===== src/core/smic_pkg.sv =====
package smic_pkg;

  // ---------------------------------------------------------------
  // Source counts and indices
  // ---------------------------------------------------------------
  localparam int NMI_NUM = 7;
  localparam int IRQ_NUM = 13;

  // Non-maskable source positions
  localparam int NMI_TIMER_A = 0;
  localparam int NMI_TIMER_B = 1;
  localparam int NMI_TIMER_C = 2;
  localparam int NMI_DIV1K = 3;
  localparam int NMI_KEY = 4;
  localparam int EXTERNAL_NONMASKABLE_REQ = 5;
  localparam int NMI_ADC = 6;

  // Maskable source positions, level number is position plus one
  localparam int IRQ_TIMER_A = 0;
  localparam int IRQ_TIMER_B = 1;
  localparam int IRQ_TIMER_C = 2;
  localparam int IRQ_DIV1K = 3;
  localparam int IRQ_DIV4K = 4;
  localparam int IRQ_DIV256K = 5;
  localparam int IRQ_DIV2M = 6;
  localparam int IRQ_KEY = 7;
  localparam int EXTERNAL_MASKABLE_REQ = 8;
  localparam int IRQ_ADC = 9;
  localparam int IRQ_SOUND = 10;
  localparam int IRQ_SPI = 11;
  localparam int IRQ_SERIAL = 12;

  // Index code meaning no bit set
  localparam logic [3:0] IRQ_NONE = 4'hd;

  // ---------------------------------------------------------------
  // Clock divider taps (log2 of the division ratio)
  // ---------------------------------------------------------------
  localparam int DIV_WIDTH = 21;
  localparam int DIV1K_BITS = 10;
  localparam int DIV4K_BITS = 12;
  localparam int DIV256K_BITS = 18;
  localparam int DIV2M_BITS = 21;

  // ---------------------------------------------------------------
  // Values after reset
  // ---------------------------------------------------------------
  localparam logic [DIV_WIDTH-1:0] DIV_RST = 21'h000000;
  localparam logic [NMI_NUM-1:0] NMI_PEND_RST = 7'h00;
  localparam logic [IRQ_NUM-1:0] IRQ_PEND_RST = 13'h0000;
  localparam logic [7:0] WAKE_LATCH_RST = 8'h00;
  localparam logic [9:0] PIN_SYNC_RST = 10'h3ff;

  // Power state
  typedef enum logic {
    PWR_RUN,
    PWR_SLEEP
  } smic_pwr_e;

endpackage


===== src/core/smic_div_ticks.sv =====
`timescale 1ns/1ns
`default_nettype none
module smic_div_ticks
  import smic_pkg::*;
(
  // Clock and reset
  input wire logic core_clk,
  input wire logic sys_rst,
  // Periodic one-cycle ticks
  output logic div1kTick,
  output logic div4kTick,
  output logic div256kTick,
  output logic div2mTick
);

  // ---------------------------------------------------------------
  // Free running CPU clock divider
  // ---------------------------------------------------------------
  logic [DIV_WIDTH-1:0] divCnt_ff;

  // Counter wraps at two to the power of its width
  always_ff @(posedge core_clk)
  begin
    if (sys_rst)
      divCnt_ff <= DIV_RST;
    else
      divCnt_ff <= divCnt_ff + 21'h000001;
  end

  // Tick when all bits below a tap are ones
  always_ff @(posedge core_clk)
  begin
    if (sys_rst)
    begin
      div1kTick <= 1'b0;
      div4kTick <= 1'b0;
      div256kTick <= 1'b0;
      div2mTick <= 1'b0;
    end
    else
    begin
      div1kTick <= &divCnt_ff[DIV1K_BITS-1:0];
      div4kTick <= &divCnt_ff[DIV4K_BITS-1:0];
      div256kTick <= &divCnt_ff[DIV256K_BITS-1:0];
      div2mTick <= &divCnt_ff[DIV2M_BITS-1:0];
    end
  end

endmodule
`default_nettype wire


===== src/core/smic_top.sv =====
// Summary of operation
// - Thirteen maskable and seven non-maskable request lines are handled.
// - No maskable request preempts a non-maskable one in service.
// - Maskable service yields to any non-maskable or higher priority request.
// - Levels 1 to 13: timers, dividers, key, external, ADC, sound, SPI, serial.
// - Ticks come from CPU clock divided by 1024, 4096, 262144, 2097152.
// - Timers, 1024 tick, key, external and ADC also have non-maskable lines.
// - External request is a falling edge on the edge pin.
// - Optional RC oscillator: edge pin drives inverted feedback input.
// - Software latches port A, enables wake; mismatch raises key change.
// - In sleep, any enabled request or port A change wakes the clock.
// - After wake the core resumes at the instruction after sleep.
`timescale 1ns/1ns
`default_nettype none
module smic_top
  import smic_pkg::*;
(
  // Clock and reset
  input wire logic core_clk,
  input wire logic sys_rst,
  // Peripheral event pulses, same clock
  input wire logic timerAEvt,
  input wire logic timerBEvt,
  input wire logic timerCEvt,
  input wire logic adcEvt,
  input wire logic sound_engine_req,
  input wire logic spiEvt,
  input wire logic one_wire_serial_req,
  // Pins
  input wire logic [7:0] wake_port,
  input wire logic ext_edge_pin,
  input wire logic feedback_input_pin,
  output logic extPinOut,
  output logic extPinOe,
  // Software control
  input wire logic [NMI_NUM-1:0] nmiEnable,
  input wire logic [IRQ_NUM-1:0] irqEnable,
  input wire logic [NMI_NUM-1:0] nmiClear,
  input wire logic [IRQ_NUM-1:0] irqClear,
  input wire logic wakeLatchWr,
  input wire logic keyWakeEn,
  input wire logic rcOscEn,
  input wire logic sleepCmd,
  // Core handshake
  input wire logic nmiAck,
  input wire logic nmiRet,
  input wire logic irqAck,
  input wire logic irqRet,
  output logic nmiReq,
  output logic irqReq,
  output logic [3:0] irqLevel,
  // Status
  output logic [NMI_NUM-1:0] nmiPending,
  output logic [IRQ_NUM-1:0] irqPending,
  output logic [7:0] wake_port_latch,
  output logic sysClkRun,
  output logic resumeNext
);

  // ---------------------------------------------------------------
  // Helpers
  // ---------------------------------------------------------------
  // Index of lowest set bit, IRQ_NONE when empty
  function automatic logic [3:0] lowestSet(input logic [IRQ_NUM-1:0] v);
    logic [3:0] idx;
    idx = IRQ_NONE;
    for (int i = IRQ_NUM - 1; i >= 0; i--)
      if (v[i])
        idx = 4'(i);
    return idx;
  endfunction

  logic div1kTick, div4kTick, div256kTick, div2mTick;
  logic [9:0] sync1_ff, sync2_ff, sync3_ff, pinStable_ff;
  logic extPrev_ff, extFall, keyMismatch;
  logic [NMI_NUM-1:0] nmiEvt, nxt_nmiPending;
  logic [IRQ_NUM-1:0] irqEvt, nxt_irqPending;
  logic nmiActive_ff;
  logic [IRQ_NUM-1:0] irqInSvc_ff, nxt_irqInSvc;
  logic [3:0] pendIdx, svcIdx;
  logic nmiGo, irqGo;
  smic_pwr_e pwr_ff;

  // ---------------------------------------------------------------
  // Divider ticks
  // ---------------------------------------------------------------
  smic_div_ticks u_div (
    .core_clk(core_clk),
    .sys_rst(sys_rst),
    .div1kTick(div1kTick),
    .div4kTick(div4kTick),
    .div256kTick(div256kTick),
    .div2mTick(div2mTick)
  );

  // ---------------------------------------------------------------
  // Pin synchronisers
  // ---------------------------------------------------------------
  // Three stages; a bit is accepted when stages two and three agree
  always_ff @(posedge core_clk)
  begin
    if (sys_rst)
    begin
      sync1_ff <= PIN_SYNC_RST;
      sync2_ff <= PIN_SYNC_RST;
      sync3_ff <= PIN_SYNC_RST;
      pinStable_ff <= PIN_SYNC_RST;
    end
    else
    begin
      sync1_ff <= {feedback_input_pin, ext_edge_pin, wake_port};
      sync2_ff <= sync1_ff;
      sync3_ff <= sync2_ff;
      pinStable_ff <= (sync2_ff & sync3_ff) |
                      (pinStable_ff & (sync2_ff ^ sync3_ff));
    end
  end

  // ---------------------------------------------------------------
  // External edge and RC feedback
  // ---------------------------------------------------------------
  // Previous accepted level of the edge pin
  always_ff @(posedge core_clk)
  begin
    if (sys_rst)
      extPrev_ff <= 1'b1;
    else
      extPrev_ff <= pinStable_ff[8];
  end

  assign extFall = extPrev_ff & ~pinStable_ff[8];

  // Edge pin drives the inverted feedback input in oscillator mode
  always_ff @(posedge core_clk)
  begin
    if (sys_rst)
    begin
      extPinOut <= 1'b0;
      extPinOe <= 1'b0;
    end
    else
    begin
      extPinOut <= ~pinStable_ff[9];
      extPinOe <= rcOscEn;
    end
  end

  // ---------------------------------------------------------------
  // Key change detection
  // ---------------------------------------------------------------
  // Software snapshots the port before enabling key wake
  always_ff @(posedge core_clk)
  begin
    if (sys_rst)
      wake_port_latch <= WAKE_LATCH_RST;
    else if (wakeLatchWr)
      wake_port_latch <= pinStable_ff[7:0];
  end

  assign keyMismatch = keyWakeEn &&
                       (pinStable_ff[7:0] != wake_port_latch);

  // ---------------------------------------------------------------
  // Source assembly
  // ---------------------------------------------------------------
  // Non-maskable lines mirror part of the maskable ones
  assign nmiEvt = {adcEvt, extFall, keyMismatch, div1kTick,
                   timerCEvt, timerBEvt, timerAEvt};
  assign irqEvt = {one_wire_serial_req, spiEvt, sound_engine_req, adcEvt,
                   extFall, keyMismatch, div2mTick, div256kTick,
                   div4kTick, div1kTick, timerCEvt, timerBEvt,
                   timerAEvt};

  // ---------------------------------------------------------------
  // Pending flags
  // ---------------------------------------------------------------
  // Set wins over a clear in the same cycle
  assign nxt_nmiPending = (nmiPending & ~nmiClear) |
                          (nmiEvt & nmiEnable);
  assign nxt_irqPending = (irqPending & ~irqClear) |
                          (irqEvt & irqEnable);

  always_ff @(posedge core_clk)
  begin
    if (sys_rst)
    begin
      nmiPending <= NMI_PEND_RST;
      irqPending <= IRQ_PEND_RST;
    end
    else
    begin
      nmiPending <= nxt_nmiPending;
      irqPending <= nxt_irqPending;
    end
  end

  // ---------------------------------------------------------------
  // Priority and preemption
  // ---------------------------------------------------------------
  assign pendIdx = lowestSet(irqPending);
  assign svcIdx = lowestSet(irqInSvc_ff);
  assign nmiGo = (|nmiPending) && !nmiActive_ff;
  assign irqGo = (pendIdx != IRQ_NONE) && (pendIdx < svcIdx) &&
                 !nmiActive_ff && !nmiGo;

  // Registered request lines toward the core
  always_ff @(posedge core_clk)
  begin
    if (sys_rst)
    begin
      nmiReq <= 1'b0;
      irqReq <= 1'b0;
      irqLevel <= 4'h0;
    end
    else
    begin
      nmiReq <= nmiGo;
      irqReq <= irqGo;
      irqLevel <= irqGo ? pendIdx + 4'h1 : 4'h0;
    end
  end

  // Non-maskable service marker
  always_ff @(posedge core_clk)
  begin
    if (sys_rst)
      nmiActive_ff <= 1'b0;
    else if (nmiAck && nmiReq)
      nmiActive_ff <= 1'b1;
    else if (nmiRet)
      nmiActive_ff <= 1'b0;
  end

  // Nested maskable levels; return closes the innermost level
  always_comb
  begin
    nxt_irqInSvc = irqInSvc_ff;
    if (irqRet)
      nxt_irqInSvc = irqInSvc_ff & (irqInSvc_ff - 13'h0001);
    if (irqAck && irqReq)
      nxt_irqInSvc = nxt_irqInSvc |
                     (13'h0001 << (irqLevel - 4'h1));
  end

  always_ff @(posedge core_clk)
  begin
    if (sys_rst)
      irqInSvc_ff <= IRQ_PEND_RST;
    else
      irqInSvc_ff <= nxt_irqInSvc;
  end

  // ---------------------------------------------------------------
  // Sleep and wake
  // ---------------------------------------------------------------
  // Clock stops on the sleep command and restarts on any enabled request or key mismatch
  always_ff @(posedge core_clk)
  begin
    if (sys_rst)
    begin
      pwr_ff <= PWR_RUN;
      sysClkRun <= 1'b1;
      resumeNext <= 1'b0;
    end
    else
    begin
      resumeNext <= 1'b0;
      unique case (pwr_ff)
        PWR_RUN:
        begin
          if (sleepCmd)
          begin
            pwr_ff <= PWR_SLEEP;
            sysClkRun <= 1'b0;
          end
        end
        PWR_SLEEP:
        begin
          if ((|nxt_nmiPending) || (|nxt_irqPending) || keyMismatch)
          begin
            pwr_ff <= PWR_RUN;
            sysClkRun <= 1'b1;
            resumeNext <= 1'b1;
          end
        end
      endcase
    end
  end

endmodule
`default_nettype wire


===== config.mk =====
export PLATFORM = sky130hd
export DESIGN_NAME = smic_top
export DESIGN_NICKNAME = d
export VERILOG_FILES = /design/src/core/smic_pkg.sv /design/src/core/smic_div_ticks.sv /design/src/core/smic_top.sv
export SDC_FILE = /design/constraint.sdc
export NUM_CORES = 1
export LEC_CHECK = 0
export BUFFER_PORTS_ARGS = -buffer_cell sky130_fd_sc_hd__buf_2
export CORE_AREA = 2 2 102 104
export CTS_BUF_LIST = sky130_fd_sc_hd__clkbuf_4
export CTS_CLUSTER_DIAMETER = 150
export DETAILED_ROUTE_END_ITERATION = 8
export DIE_AREA = 0 0 104 106
export GPL_TIMING_DRIVEN = 1
export PLACE_DENSITY = 0.78
export SYNTH_ARGS = -nofsm -noshare
export SYNTH_HDL_FRONTEND = slang
export SYNTH_SLANG_ARGS = --single-unit

===== constraint.sdc =====
create_clock -name core_clk -period 2.46 [get_ports core_clk]
set_input_delay 0.492 -clock core_clk [delete_from_list [all_inputs] [get_ports core_clk]]
set_output_delay 0.492 -clock core_clk [all_outputs]
set_load 0.05 [all_outputs]

=== Word level (Yosys, flattened, before mapping) ===
Cells that the tools add are included.

* $add $sub $neg: 4
* Shift-type cells: 1
* Multiplexer cells: 37
* Bitwise operators: 19
* Equality and inequality tests: 4
* Reductions and logical operators: 22
* $lt $le $gt $ge: 1

{| class="wikitable"
|+ Operators by type and width
! kind !! count
|-
| $mux W4 || 24
|-
| $and A13 B13 Y13 || 3
|-
| $mux W13 || 2
|-
| $or A13 B13 Y13 || 2
|-
| $add A21 B1 Y21 const B || 1
|-
| $reduce_and A21 Y1 || 1
|-
| $and A10 B10 Y10 || 2
|-
| $reduce_and A18 Y1 || 1
|-
| $and A7 B7 Y7 || 2
|-
| $reduce_or A7 Y1 || 2
|-
| $not A13 Y13 || 1
|-
| $reduce_or A13 Y1 || 1
|-
| $shl A1 B4 Y13 const A || 1
|-
| $sub A13 B1 Y13 const B || 1
|-
| $reduce_and A12 Y1 || 1
|-
| $or A10 B10 Y10 || 1
|-
| $reduce_and A10 Y1 || 1
|-
| $xor A10 B10 Y10 || 1
|-
| $mux W1 || 9
|-
| $ne A8 B8 Y1 || 1
|-
| $logic_and A1 B1 Y1 || 7
|-
| $not A7 Y7 || 1
|-
| $or A7 B7 Y7 || 1
|-
| $add A4 B1 Y4 const B || 1
|-
| 13 further kinds || 20
|}

* Input port bits: 67
* Output and inout bits: 38
* Register bits after elaboration: 119

=== Depth between registers and ports, before layout ===
* Word-level depth: 19
* Gate-level depth with buffers: 12

=== Cells and area by module ===
Synthesis repeated with hierarchy kept, for this count alone.

* Cell total of the unflattened synthesis: 510
* Area total of the unflattened synthesis: 4833.4 sq um

{| class="wikitable"
|+ Modules (own cells, without submodules)
! module !! sequential area each (sq um) !! area each (sq um) !! cells an instance !! instances
|-
| smic_top || 1881.8 || 3786.1 || 395 || 1
|-
| smic_div_ticks || 500.5 || 1047.3 || 115 || 1
|}

=== Worst setup path after synthesis ===
OpenSTA, ideal clock, no wires.

* Kind: flip-flop to flip-flop
* Start point: reg irqPending[1]
* End point: reg irqLevel[1]
* Arrival time: 2.251 ns
* Cell stages (with the launch flop): 10
* Library setup time: 0.080 ns
* Setup slack: 0.129 ns
* Period minus slack after synthesis: 2.331 ns
* Path through: dfxtp_1 > or4_4 > nor2_1 > ha_1 > a21o_1 > nand2_1 > nand3_1 > a31oi_1 > o21ai_2 > nor3b_1

* Cells in the longest elaborated chain, start to end: 8
* Elaborated cells between the ends (all ways): 10
* Classes of those cells: 1 x add/sub; 1 x order compare; 1 x eq/ne; 2 x mux; 1 x bitwise; 4 x reduce/logical

{| class="wikitable"
|+ Ends and longest elaborated chain
! element !! RTL line !! RTL
|-
| start, declared || smic_top.sv:54 || <nowiki>output logic [IRQ_NUM-1:0] irqPending,</nowiki>
|-
| start signal, assigned || smic_top.sv:193 || <nowiki>irqPending <= nxt_irqPending;</nowiki>
|-
| $mux W4 * (2 in series) || smic_top.sv:68 || <nowiki>if (v[i])</nowiki>
|-
| $lt A4 B4 Y1 or $ne A4 B4 Y1 (tied branches) || smic_top.sv:203 || <nowiki>assign irqGo = (pendIdx != IRQ_NONE) && (pendIdx < svcIdx) &&</nowiki>
|-
| $logic_and A1 B1 Y1 (2 in series) || smic_top.sv:203 ||
|-
| $logic_and A1 B1 Y1 || smic_top.sv:204 || <nowiki>!nmiActive_ff && !nmiGo;</nowiki>
|-
| $not A1 Y1 (no line) || -- ||
|-
| $reduce_or A2 Y1 (no line) || -- ||
|-
| end signal, assigned || smic_top.sv:219 || <nowiki>irqLevel <= irqGo ? pendIdx + 4'h1 : 4'h0;</nowiki>
|-
| end, declared || smic_top.sv:51 || <nowiki>output logic [3:0] irqLevel,</nowiki>
|}

Mark *: on every way between the ends. The rest lies on a longest branch, timed or not.
A chain may end at the register's enable or synchronous reset.

=== Worst setup path in the final report ===
Ends and elaborated chain as after synthesis.

==> summary by stage <==
Outcome
The flow ran to the end, and the final reports show no timing, DRC or antenna violations.

Placement
The estimated wirelength of the detail-placed design is 7120 µm. The count of buffers inserted at the top-level ports is 104. In this run the cell area measured after placement is 5390 µm².

The weighted congestion reported at the end of routability-driven placement is 0.850. The number of placed instances, taps included is 727.

Critical path
The critical path class is flop to flop. The critical path capture point type is a flop. For the worst setup path, the data required time is 2.87 ns. The worst setup path is launched from a flop. The critical path starts at irqPending[1]. Along the worst path, the maximum fanout reaches 5. The critical register-to-register path startpoint is irqPending[1].

The data arrival time at the worst-slack endpoint is 2.76 ns.

Pwr
For this design the ratio of total power to cell area is 708 nW/µm². For this design the static power due to leakage is 2.43 nW. The peak ir drop on the vdd network is 0.460 mV. Total power for the finished layout comes to 4.03 mW.

Clocking
The later-pin clock latency in the skew report is 0.51 ns. Clock tree synthesis found a total of 119 sinks. The TritonCTS clock tree is done. The H-tree generated during clock tree synthesis spans 4 levels.

The number of hold buffers added after CTS was 0. The post-cts repair resize count is 0. Clock-pin slew was measured on the worst setup and hold paths at 0.13 ns. The number of clock buffers inserted by TritonCTS is 17. The root buffer cell chosen for the clock tree is sky130_fd_sc_hd__clkbuf_4. No sink is reached through more buffers than the 2 on the longest clock path.

The setup fix buffers added after clock tree synthesis is 0.

Synthesis
The synthesized area per cell is 9.44 µm². Measured against the total synthesized area, the mux share comes to 1.69%. Of the total synthesized cell area, the portion taken by full adders, half adders and majority gates is 4.76%. After synthesis, flip-flops and latches occupy 50.4% of the total area.

The total number of yosys warnings is 0. The post-synthesis share of cell area spent on xor and xnor gates is 5.00%. Summing the areas of all compound-gate instances in the mapped netlist gives 10.0% of the synthesized area.

The combined area of all synthesized cells is 4730 µm². The combinational family with the most area after synthesis is simple AND/OR/NAND/NOR gates. Synthesis instantiated 47 different standard cells from the library. Counting flops with a built-in enable in the synthesized netlist gives 0. The dominant synthesized flop cell is sky130_fd_sc_hd__dfxtp_1. The share of synthesized flip-flops with an asynchronous set or reset is 0%. The synthesized netlist devotes 26.2% of its cell area to simple gates. The synthesized design contains 119 register bits. Counting every net in the synthesized netlist gives 586. The cell count after synthesis came out at 501.

Floorplan
The number of placed I/O pins is 105. In this run the standard cell core region covers 10000 µm². The total number of placement rows is 37.

The floorplan die area is 11000 µm². The die is 104 µm wide. The overall die height is 106 µm. The effective utilization at floorplan is 47.3%.

Route
The remaining antenna violation count is 0. The total DRC errors in the routed layout is 0. The number of design-rule violations left by the first detailed-router iteration is 187. The via density per instance is 5.11.

For this block, the routed nets add up to 9830 µm of wire. The detailed router placed 3882 vias in this run. The detail-routed net length per standard cell is 13.0 µm. The first detailed-routing pass took 6 iterations.

Timing
In this run the tightest slew margin relative to its limit is 68.4%. The total setup violations reported at the end of the flow is 0. Setup repair after global routing left no endpoint under its margin. For the final routed database, the setup TNS stands at 0 ns. The worst path uses 95.5% of the clock period. The post-layout minimum cycle time is 2.35 ns. The hold violation count in the final report was 0. The maximum clock rate is 425 MHz. At the pin with the least slew margin, the transition time is 0.470 ns.

The clock arrives with 0.0202 ns of skew. The count of final max-slew check failures is 0.

Final layout
Once layout is complete, the utilization of the core stands at 57.0%. The antenna diode count is 0. The layout overhead on the synthesized area is 20.5%. For this run, the number of standard cells in the final layout without fillers is 759. The area of all placed cells without fillers is 5700 µm².

In the final layout, the share of cells above drive strength 1 is 28.4%. The number of fill cells in the layout is 876. The number of nets at the end of the flow is 695.

Hold path
The startpoint identified for the worst hold timing path is ext_edge_pin. The worst hold path class is primary input to flop.

Global routing
The aggregate global routing overflow is 0. The number of global-route vias before repair is 3790. The first-pass GRT wire length is 16400 µm. The largest net degree at the start of global routing is 85.

In the global route stage, overall resource usage came out at 18.2%. The number of antenna violations at the first check in global routing is 0.

Run
The number of max-capacitance violations reported is 0.
==> routing by layer <==
metal  wire length, µm  global-route usage (%)  up-vias
li1                  -                       -     1962
met1              4300                    21.1     1775
met2              4700                    31.4      121
met3               595                    5.64       24
met4               239                    7.24        0
met5                 0                       0        -
==> sequential cells by signal (all words and copies together), names as in the netlist, 7 cells and up <==
name	flops
u_div.divCnt_ff	21
sync2_ff	10
sync1_ff	10
sync3_ff	10
wake_port_latch	8
irqInSvc_ff	13
pinStable_ff	10
nmiPending	7
irqPending	13
==> report_power, final <==
group / switching (mW) / leakage (nW) / internal (mW)
clock network: 0.830 / 0.164 / 0.647
logic: 0.317 / 1.30 / 0.188
registers: 0.0535 / 0.974 / 2.00
==> placed cells by master (no fill, tap or decap), drive strengths merged, types with 4 or more instances in the layout <==
| master | n |
|---|---|
| nand2 | 42 |
| nor2b | 12 |
| ha | 18 |
| xor2 | 20 |
| inv | 18 |
| nand4 | 15 |
| or3 | 5 |
| nor4 | 9 |
| buf | 105 |
| nand3 | 11 |
| nand2b | 19 |
| nor2 | 54 |
| xnor2 | 7 |
| nor3 | 13 |
| and3 | 4 |
| a21oi | 34 |
| o21ai | 13 |
| a211o | 10 |
| dfxtp | 119 |
| or2 | 31 |
| mux2i | 8 |
| clkbuf | 17 |
==> per-stage QoR <==
stage / hold slack, ns / worst slack, ns
after floorplan: 0.389 / 0.129
after global placement: 0.391 / 0.274
after detailed placement: 0.396 / 0.206
after CTS: 0.120 / 0.102
after global routing: 0.117 / 0.00356
final: 0.145 / 0.110
==> path summary, 6_finish.rpt <==
kind / depth (start not counted) / slack (ns) / end
max: 9 / 0.11 / irqLevel[1]
min: 2 / 0.14 / sync1_ff[8]
max reg2reg: 9 / 0.11 / irqLevel[1]
min reg2reg: 1 / 0.42 / sync2_ff[4]
==> cell type report <==
cell class	count	area, µm²	share of cell area [%]
Clock buffer	17	128	2.24
Clock inverter	15	180	3.16
Inverter	9	33.8	0.593
Multi-Input combinational cell	358	2260	39.7
Sequential cell	119	2380	41.8
Tap cell	136	170	2.99
Timing Repair Buffer	105	543	9.53
==> worst max-delay path, cell delays in order, from the launching register on <==
cell                      delay [ns]
sky130_fd_sc_hd__dfxtp_1        0.36
sky130_fd_sc_hd__or4_4          0.58
sky130_fd_sc_hd__nor2_2         0.17
sky130_fd_sc_hd__ha_1           0.27
sky130_fd_sc_hd__a21o_1         0.16
sky130_fd_sc_hd__nand2_1        0.07
sky130_fd_sc_hd__nand3_1        0.07
sky130_fd_sc_hd__a31oi_1        0.19
sky130_fd_sc_hd__o21ai_2        0.12
sky130_fd_sc_hd__nor3b_1        0.28
==> cell usage after synthesis, types with 3 or more instances <==
master	n	area, µm²
sky130_fd_sc_hd__nand4_1	15	93.8
sky130_fd_sc_hd__nand2_1	42	158
sky130_fd_sc_hd__nor2_1	53	199
sky130_fd_sc_hd__o31ai_1	3	22.5
sky130_fd_sc_hd__or3_1	5	31.3
sky130_fd_sc_hd__xor2_1	20	175
sky130_fd_sc_hd__and3_1	4	25.0
sky130_fd_sc_hd__nor3_1	12	60.1
sky130_fd_sc_hd__a21o_1	3	22.5
sky130_fd_sc_hd__nand2b_1	19	119
sky130_fd_sc_hd__a21oi_1	34	170
sky130_fd_sc_hd__ha_1	18	225
sky130_fd_sc_hd__xnor2_1	7	61.3
sky130_fd_sc_hd__nand3_1	11	55.1
sky130_fd_sc_hd__and4_1	3	26.3
sky130_fd_sc_hd__a211o_1	10	87.6
sky130_fd_sc_hd__nor4_1	6	37.5
sky130_fd_sc_hd__clkbuf_1	14	52.6
sky130_fd_sc_hd__dfxtp_1	119	2380
sky130_fd_sc_hd__mux2i_1	8	80.1
sky130_fd_sc_hd__o21ai_0	12	60.1
sky130_fd_sc_hd__or2_2	31	194
sky130_fd_sc_hd__nor2b_1	12	75.1
sky130_fd_sc_hd__and2_1	3	18.8
sky130_fd_sc_hd__inv_1	9	33.8
==> cells by family after synthesis <==
| logic type | count (synthesis) |
|---|---|
| AND/OR/NAND/NOR | 229 |
| flip-flops | 119 |
| AO/OA/AOI/OAI | 76 |
| XOR/XNOR | 27 |
| buffers and inverters | 24 |
| adder cells (fa/ha/maj) | 18 |
| multiplexers | 8 |
No activity file was read; power rests on OpenSTA's default activity.
